<file path="src/hw/dcp_pkg.sv">
`default_nettype none
package dcp_pkg;

    // register map
    localparam logic [31:0] DCP_CTRL_OFFSET = 32'h0000_0000;
    localparam logic [31:0] DCP_RDATA_RST = 32'h0000_0000;

    // field positions within device_control
    localparam int unsigned DCP_DUPLEX_SEL_BIT = 0;
    localparam int unsigned DCP_FRC_BIT = 12;
    localparam int unsigned DCP_VAL0_BIT = 18;
    localparam int unsigned DCP_VAL1_BIT = 19;
    localparam int unsigned DCP_ADV_BIT = 20;
    localparam int unsigned DCP_PWR_BIT = 21;
    localparam int unsigned DCP_DIR0_BIT = 22;
    localparam int unsigned DCP_DIR1_BIT = 23;

    // values after reset, before the nonvolatile image is taken
    localparam logic DCP_DUPLEX_SEL_RST = 1'h0;
    localparam logic DCP_FRC_RST = 1'h0;
    localparam logic [1:0] DCP_VAL_RST = 2'h0;
    localparam logic [1:0] DCP_DIR_RST = 2'h0;
    localparam logic DCP_ADV_RST = 1'h0;
    localparam logic DCP_PWR_RST = 1'h0;
    localparam logic [1:0] DCP_SYNC_RST = 2'h0;

    typedef enum logic [1:0] {
        DCP_PWR_D0,
        DCP_PWR_D0U,
        DCP_PWR_D3
    } dcp_pwr_type;

    typedef struct packed {
        logic [1:0] pin_meta;
        logic [1:0] pin_sync;
        logic aux_meta;
        logic aux_sync;
        logic loaded;
        logic duplex_sel;
        logic frc;
        logic [1:0] value;
        logic [1:0] dir;
        logic adv_en;
        logic pwr_en;
        logic low_speed;
        logic reneg;
        logic duplex;
        logic wake;
        logic [31:0] rdata;
    } dcp_state_type;

endpackage : dcp_pkg
`default_nettype wire

</file>
<file path="src/hw/dcp_ctrl.sv">
// Our own choices: the address map and the APB slave port.
`timescale 1ns/1ps
`default_nettype none

module dcp_ctrl (
    // clock and resets
    input wire logic clk,
    input wire logic reset_n,
    input wire logic soft_reset,
    // apb slave
    input wire logic psel,
    input wire logic penable,
    input wire logic pwrite,
    input wire logic [31:0] paddr,
    input wire logic [31:0] pwdata,
    output logic [31:0] prdata,
    output logic pready,
    output logic pslverr,
    // nonvolatile configuration image
    input wire logic [1:0] nvm_swpin_value,
    input wire logic [1:0] nvm_swpin_direction,
    input wire logic nvm_wake_advertise_en,
    input wire logic nvm_phy_power_speed_mgmt_en,
    // general pins
    input wire logic [1:0] swpin_in,
    output logic [1:0] swpin_out,
    output logic [1:0] swpin_oe,
    // power and phy
    input wire logic aux_power_present,
    input wire logic phy_duplex_full,
    input wire dcp_pkg::dcp_pwr_type pwr_state,
    input wire logic wake_or_mng_en,
    output logic duplex_full,
    output logic d3cold_wake_advertise,
    output logic phy_auto_speed_en,
    output logic phy_advertise_gig,
    output logic phy_renegotiate
);

    dcp_pkg::dcp_state_type s_q;
    dcp_pkg::dcp_state_type s_d;
    logic hit;
    logic wr;
    logic want_low;

    function automatic logic [31:0] ctrl_read(dcp_pkg::dcp_state_type s);
        logic [31:0] r;
        r = 32'h0000_0000;
        r[dcp_pkg::DCP_DUPLEX_SEL_BIT] = s.duplex_sel;
        r[dcp_pkg::DCP_FRC_BIT] = s.frc;
        r[dcp_pkg::DCP_VAL0_BIT] = s.dir[0] ? s.value[0] : s.pin_sync[0];
        r[dcp_pkg::DCP_VAL1_BIT] = s.dir[1] ? s.value[1] : s.pin_sync[1];
        r[dcp_pkg::DCP_ADV_BIT] = s.adv_en;
        r[dcp_pkg::DCP_PWR_BIT] = s.pwr_en;
        r[dcp_pkg::DCP_DIR0_BIT] = s.dir[0];
        r[dcp_pkg::DCP_DIR1_BIT] = s.dir[1];
        return r;
    endfunction : ctrl_read

    assign hit = (paddr == dcp_pkg::DCP_CTRL_OFFSET);
    assign wr = psel & penable & pwrite & hit;
    assign want_low = (pwr_state != dcp_pkg::DCP_PWR_D0) & wake_or_mng_en;

    always_comb begin
        s_d = s_q;
        // first stage feeds only the second
        s_d.pin_meta = swpin_in;
        s_d.pin_sync = s_q.pin_meta;
        s_d.aux_meta = aux_power_present;
        s_d.aux_sync = s_q.aux_meta;
        s_d.reneg = 1'b0;
        if (!s_q.loaded) begin
            // image taken on the first edge after power-on release
            s_d.loaded = 1'b1;
            s_d.value = nvm_swpin_value;
            s_d.dir = nvm_swpin_direction;
            s_d.adv_en = nvm_wake_advertise_en;
            s_d.pwr_en = nvm_phy_power_speed_mgmt_en;
        end else if (soft_reset) begin
            // direction bits deliberately not reloaded
            s_d.duplex_sel = dcp_pkg::DCP_DUPLEX_SEL_RST;
            s_d.frc = dcp_pkg::DCP_FRC_RST;
            s_d.value = nvm_swpin_value;
            s_d.adv_en = nvm_wake_advertise_en;
            s_d.pwr_en = nvm_phy_power_speed_mgmt_en;
        end else if (wr) begin
            // reserved bits are simply not stored
            s_d.duplex_sel = pwdata[dcp_pkg::DCP_DUPLEX_SEL_BIT];
            s_d.frc = pwdata[dcp_pkg::DCP_FRC_BIT];
            s_d.value[0] = pwdata[dcp_pkg::DCP_VAL0_BIT];
            s_d.value[1] = pwdata[dcp_pkg::DCP_VAL1_BIT];
            s_d.adv_en = pwdata[dcp_pkg::DCP_ADV_BIT];
            s_d.pwr_en = pwdata[dcp_pkg::DCP_PWR_BIT];
            s_d.dir[0] = pwdata[dcp_pkg::DCP_DIR0_BIT];
            s_d.dir[1] = pwdata[dcp_pkg::DCP_DIR1_BIT];
        end
        // speed held when management is off, whatever the power state
        if (s_q.pwr_en && (want_low != s_q.low_speed)) begin
            s_d.low_speed = want_low;
            s_d.reneg = 1'b1;
        end
        s_d.duplex = s_q.frc ? s_q.duplex_sel : phy_duplex_full;
        s_d.wake = s_q.adv_en & s_q.aux_sync;
        if (psel && !penable) begin
            s_d.rdata = hit ? ctrl_read(s_q) : dcp_pkg::DCP_RDATA_RST;
        end
    end

    always_ff @(posedge clk or negedge reset_n) begin
        if (!reset_n) begin
            s_q.pin_meta <= dcp_pkg::DCP_SYNC_RST;
            s_q.pin_sync <= dcp_pkg::DCP_SYNC_RST;
            s_q.aux_meta <= 1'b0;
            s_q.aux_sync <= 1'b0;
            s_q.loaded <= 1'b0;
            s_q.duplex_sel <= dcp_pkg::DCP_DUPLEX_SEL_RST;
            s_q.frc <= dcp_pkg::DCP_FRC_RST;
            s_q.value <= dcp_pkg::DCP_VAL_RST;
            s_q.dir <= dcp_pkg::DCP_DIR_RST;
            s_q.adv_en <= dcp_pkg::DCP_ADV_RST;
            s_q.pwr_en <= dcp_pkg::DCP_PWR_RST;
            s_q.low_speed <= 1'b0;
            s_q.reneg <= 1'b0;
            s_q.duplex <= 1'b0;
            s_q.wake <= 1'b0;
            s_q.rdata <= dcp_pkg::DCP_RDATA_RST;
        end else begin
            s_q <= s_d;
        end
    end

    // zero-wait slave: every access phase completes at once
    assign pready = 1'b1;
    assign pslverr = psel & penable & ~hit;
    assign prdata = s_q.rdata;
    assign swpin_out = s_q.value;
    assign swpin_oe = s_q.dir;
    assign duplex_full = s_q.duplex;
    assign d3cold_wake_advertise = s_q.wake;
    assign phy_auto_speed_en = s_q.pwr_en;
    assign phy_advertise_gig = ~s_q.low_speed;
    assign phy_renegotiate = s_q.reneg;

    a_duplex_forced: assert property (
        @(posedge clk) disable iff (!reset_n)
        s_q.frc |=> (duplex_full == $past(s_q.duplex_sel)))
        else $error("forced duplex not taken from select bit");

    a_duplex_phy: assert property (
        @(posedge clk) disable iff (!reset_n)
        !s_q.frc |=> (duplex_full == $past(phy_duplex_full)))
        else $error("duplex does not follow phy");

    a_reserved_zero: assert property (
        @(posedge clk) disable iff (!reset_n)
        (prdata[17:13] == 5'h00) && (prdata[25:24] == 2'h0))
        else $error("reserved bits read nonzero");

    a_pin0_read: assert property (
        @(posedge clk) disable iff (!reset_n)
        (psel && !penable && hit && !s_q.dir[0]) |=>
        (prdata[dcp_pkg::DCP_VAL0_BIT] == $past(s_q.pin_sync[0])))
        else $error("pin 0 input level not returned");

    a_pin0_drive: assert property (
        @(posedge clk) disable iff (!reset_n)
        (wr && !soft_reset && s_q.loaded) |=>
        (swpin_out[0] == $past(pwdata[dcp_pkg::DCP_VAL0_BIT])))
        else $error("pin 0 drive level not written");

    a_pin1_read: assert property (
        @(posedge clk) disable iff (!reset_n)
        (psel && !penable && hit && !s_q.dir[1]) |=>
        (prdata[dcp_pkg::DCP_VAL1_BIT] == $past(s_q.pin_sync[1])))
        else $error("pin 1 input level not returned");

    a_pin1_drive: assert property (
        @(posedge clk) disable iff (!reset_n)
        (wr && !soft_reset && s_q.loaded) |=>
        (swpin_out[1] == $past(pwdata[dcp_pkg::DCP_VAL1_BIT])))
        else $error("pin 1 drive level not written");

    a_dir_write: assert property (
        @(posedge clk) disable iff (!reset_n)
        (wr && !soft_reset && s_q.loaded) |=>
        (swpin_oe == {$past(pwdata[dcp_pkg::DCP_DIR1_BIT]),
                      $past(pwdata[dcp_pkg::DCP_DIR0_BIT])}))
        else $error("direction write not applied");

    a_dir_keep: assert property (
        @(posedge clk) disable iff (!reset_n)
        (soft_reset && s_q.loaded) |=> $stable(swpin_oe))
        else $error("soft reset changed pin direction");

    a_wake_adv: assert property (
        @(posedge clk) disable iff (!reset_n)
        ##1 (d3cold_wake_advertise == $past(s_q.adv_en & s_q.aux_sync)))
        else $error("wake advertisement wrong");

    a_speed_low: assert property (
        @(posedge clk) disable iff (!reset_n)
        (s_q.pwr_en && want_low && !s_q.low_speed) |=>
        (phy_renegotiate && !phy_advertise_gig))
        else $error("no low speed renegotiation");

    a_speed_hold: assert property (
        @(posedge clk) disable iff (!reset_n)
        !s_q.pwr_en |=> (!phy_renegotiate && $stable(phy_advertise_gig)))
        else $error("speed changed while management off");

    a_nvm_load: assert property (
        @(posedge clk) disable iff (!reset_n)
        !s_q.loaded |=> (swpin_oe == $past(nvm_swpin_direction)) &&
        (phy_auto_speed_en == $past(nvm_phy_power_speed_mgmt_en)))
        else $error("nvm image not loaded");

endmodule : dcp_ctrl

`default_nettype wire

</file>
<file path="config.mk">
export PLATFORM = sky130hd
export DESIGN_NAME = dcp_ctrl
export DESIGN_NICKNAME = d
export VERILOG_FILES = /design/src/hw/dcp_pkg.sv /design/src/hw/dcp_ctrl.sv
export SDC_FILE = /design/constraint.sdc
export NUM_CORES = 1
export LEC_CHECK = 0
export BUFFER_PORTS_ARGS = -buffer_cell sky130_fd_sc_hd__buf_2
export CAP_MARGIN = 20
export CELL_PAD_IN_SITES_DETAIL_PLACEMENT = 1
export CELL_PAD_IN_SITES_GLOBAL_PLACEMENT = 1
export CORE_AREA = 2 2 78 80
export CTS_BUF_LIST = sky130_fd_sc_hd__clkbuf_4 sky130_fd_sc_hd__clkbuf_8
export DETAILED_ROUTE_END_ITERATION = 6
export DIE_AREA = 0 0 80 82
export HOLD_SLACK_MARGIN = 0.03
export PLACE_DENSITY = 0.91
export REMOVE_ABC_BUFFERS = 1
export SYNTH_ARGS = -nofsm -noshare
export SYNTH_HDL_FRONTEND = slang
export SYNTH_SLANG_ARGS = --single-unit
</file>
<file path="constraint.sdc">
create_clock -name clk -period 1.25 [get_ports clk]
set_input_delay 0.0625 -clock clk [delete_from_list [all_inputs] [get_ports clk]]
set_output_delay 0.0625 -clock clk [all_outputs]
set_load 0.1 [all_outputs]
</file>
==> impl_metrics.yaml <==
synth:
  post_synth_xor_area_fraction_pct: 0.586
  yosys.cell_types.count: 35
  synth_area_leader: "dfrtp_1"
  synth.area.mux_share_pct: 2.93
  netlist_instances: 143
  top_cell_type_s_share_of_synthesized_area_pct: 45.2
  yosysWarnings: 0
  part_of_the_yosys_area_used_for_sequential_elements_pct: 45.2
  synthSimpleGateAreaFrac_pct: 14.7
  synth.avg_cell_area_um2: 10.4
  main_combinational_cell_family_by_area_after_synthesis: "buffers and inverters"
  flip_flop_and_latch_count_after_synthesis: 27
  synth.cell_area_um2: 1490
  netlist_top_cells_area: "dfrtp_1 45%, buf_4 19%, a22o_1 4.7%"
  synth_compound_gate_area_share_pct: 14.3
  synth_adder_area_share_pct: 0
global_route:
  number_of_global_route_vias_before_repair: 1371
  gr-total-overflow: 0
  grt_util_met2_pct: 23.5
  grt_antenna_before_repair: 0
  total_grt_usage_pct: 13.4
  globalRouteMet3Util_pct: 2.64
  grt_max_degree: 28
  grt_pass1_wl_mm: 6.80
  grtUsageMet1_pct: 16.8
  gr_peak_layer: "met2"
layout:
  final_cell_area_um2: 2130
  area_occupied_by_multi_input_gates_um2: 712
  final_nets: 307
  fillerInstances: 693
  seqCellArea_um2: 676
  final_util_pct: 37.1
  antenna_cells_inserted: 0
  flow.area_growth_from_synthesis_pct: 42.6
  post_route_cells_drive_above_1_share_pct: 48.9
worst_hold_path:
  hold_start: "nvm_swpin_direction[1]"
  timing.hold.worst_path_depth: 3
  holdCritPathClass: "in -> reg"
  hold_path_end: "swpin_oe[1]"
setup_path:
  critical_path_peak_fanout: 8
  critical_path.reg2reg.startpoint: "swpin_oe[1]"
  worstSetupEndpointType: "flop"
  reg2reg_slack_ns: 0.20
  crit_required_ns: 1.44
  worst_r2r_path_depth: 2
  regToRegEndpoint: "prdata[19]"
  timing_worst_setup_path_type: "in -> reg"
  cp-start-kind: "primary input"
  critical_path_arrival_ns: 1.47
routing:
  drtIter0Drc: 56
  avgViaCountPerCell: 4.50
  wire_per_inst_um: 15.0
  route.antenna.remaining_nets: 0
  detail_route.drc_violations: 0
  routed_wirelength_mm: 4.47
  detailroute.via_count: 1340
  firstDrtPassIters: 3
cts:
  clock_insertion_delay_worst_skew_ns: 0.27
  clk_path_buf_depth: 2
  cts_buffers: 3
  cts_htree_levels: 1
  cts-root-buf: "clkbuf_8"
  clock_sinks: 27
  tritoncts: "built"
  path_clk_slew_ns: 0.09
pwr:
  cellLeakagePower_nw: 1.04
  power.density_cell_area_nw_per_um2: 1120
  power.ir.vdd_worst_uv: 425
timing:
  rsz0062_at_grt: "yes"
  max_freq_ghz: 0.783
  finalSetupViolations: 5
  final_hold_fails: 0
  worst_pin_slew_ns: 0.597
  worst_clock_skew_ns: 0.00166
  final.setup.worst_slack_ns: -0.0268
  final-max-slew-violation-count: 0
  layout_min_cycle_time_ns: 1.28
  finalSetupTns_ns: -0.0558
  timing.final.crit_share_pct: 102
  max-slew-margin-rel_pct: 60.2
floorplanning:
  placementRows: 28
  initial_utilization_pct: 26.0
  die-height_um: 82
  die_w_um: 80
  core_area_um2: 5750
  boundaryPins: 126
  die_area_um2: 6560
place:
  gpl.final_weighted_congestion: 0.804
  place_worst_setup_slack_ns: -0.388
  dpl.hpwl_mm: 3.47
  placed_area_um2: 1870
  port_buffers: 76
flow_run:
  timing.max_cap.violations: 0
run_status:
  status: "finished, violations left"
  violated_checks: "setup timing"
[worst max-delay path, stage by stage]
cell and delay (ns):
buf_2 0.11, nor4_4 0.30, nand4_1 0.18, buf_6 0.18, or4_4 0.50, a31oi_1 0.14
[through the flow]
step / instances / total power (W) / hold slack, ns
final: 298 / 0.00238 / 0.0490
after global routing: 298 / 0.00250 / 0.0481
after CTS: 298 / 0.00238 / 0.0405
after detailed placement: 287 / 0.00186 / 0.105
after global placement: 287 / 0.00184 / 0.0894
after floorplan: 124 / 0.00163 / -0.233
[logic make-up after synthesis]
| group | Yosys count |
|---|---|
| buffers and inverters | 47 |
| and+or+nand+nor | 35 |
| AOI/OAI and AO/OA | 27 |
| DFF | 27 |
| muxes | 4 |
| other | 2 |
| xor gates and xnor gates | 1 |
[synthesized netlist by cell type (all sizes together)]
cell	n
nor2b	1
nand2b	1
nor2	5
o21ai	1
and3	1
buf	41
or4	1
nand4	8
and2	2
mux2	3
o22a	1
mux2i	1
clkbuf	2
and4	2
a31oi	5
o41a	1
a22o	8
nand2	3
o221ai	2
nor4	8
nand3	2
o31ai	4
inv	4
dfrtp	27
o41ai	2
conb	2
a21oi	1
o311ai	2
xnor2	1
nor3	1
[metal layers]
| layer | vias up | wire [um] |
|---|---|---|
| met5 | - | 0 |
| met4 | 0 | 73 |
| met3 | 8 | 306 |
| met2 | 68 | 2290 |
| met1 | 640 | 1800 |
| li1 | 624 | - |
[how the worst max path moves through the flow]
stage | start | to | slack [ns]
6_report | paddr[17] | swpin_oe[1] | -0.03
5_1_grt | paddr[25] | swpin_out[0] | -0.12
4_1_cts | paddr[17] | swpin_oe[1] | 0.001
3_5_place_dp | paddr[1] | prdata[22] | -0.39
3_3_place_gp | paddr[10] | swpin_oe[1] | -0.35
2_1_floorplan | paddr[5] | pslverr | -0.66
[sequential cells by signal, indices dropped and copies added, names as in the netlist]
name and cells:
duplex_full 1, swpin_out 2, s_d 3, prdata 8, s_q 8, phy_renegotiate 1, phy_auto_speed_en 1, d3cold_wake_advertise 1
swpin_oe 2
[cell type report]
type / count / share of cell area, %
Multi-Input combinational cell: 93 / 33.4
Sequential cell: 27 / 31.7
Timing Repair Buffer: 95 / 27.6
Tap cell: 75 / 4.40
Clock buffer: 3 / 1.94
Inverter: 4 / 0.705
Clock inverter: 1 / 0.235
[cell usage in the layout, fill, tap and decap left out]
cell and n:
nor4_2 1, and4_1 1, nand2_1 3, dlygate4sd3_1 5
a21oi_1 1, and3_1 1, xnor2_1 1, dfrtp_1 27
or4_4 1, nor4_4 7, clkbuf_8 3, o21ai_0 1
buf_4 12, o41ai_4 1, a22o_1 8, mux2i_1 1
buf_12 2, conb_1 26, buf_2 71, inv_1 4
nand4_1 8, o311ai_1 2, o41a_1 1, o41ai_1 1
nor3_4 1, and2_1 2, nor2_1 5, o31ai_1 4
clkbuf_4 1, and4_2 1, a31oi_1 5, o221ai_1 2
clkinv_2 1, nor2b_1 1, o22a_1 1, buf_6 4
nand2b_1 1, nand3_1 2, mux2_2 3
[report_power, final]
| part | switching, W | total, W | internal [W] | leakage, nW |
|---|---|---|---|---|
| clock network | 0.000258 | 0.000481 | 0.000223 | 0.0255 |
| logic | 0.000730 | 0.000929 | 0.000199 | 0.681 |
| registers | 0.0000426 | 0.000969 | 0.000927 | 0.337 |
[what timing repair did]
item                       in CTS  in global routing
pin swaps                       1                  7
hold buffers                    5                  0
setup buffers                   2                  0
setup endpoints to repair      13                 13
resized for setup              12                 14
hold endpoints to repair       31                  0
Power figures use the tool's default switching activity.
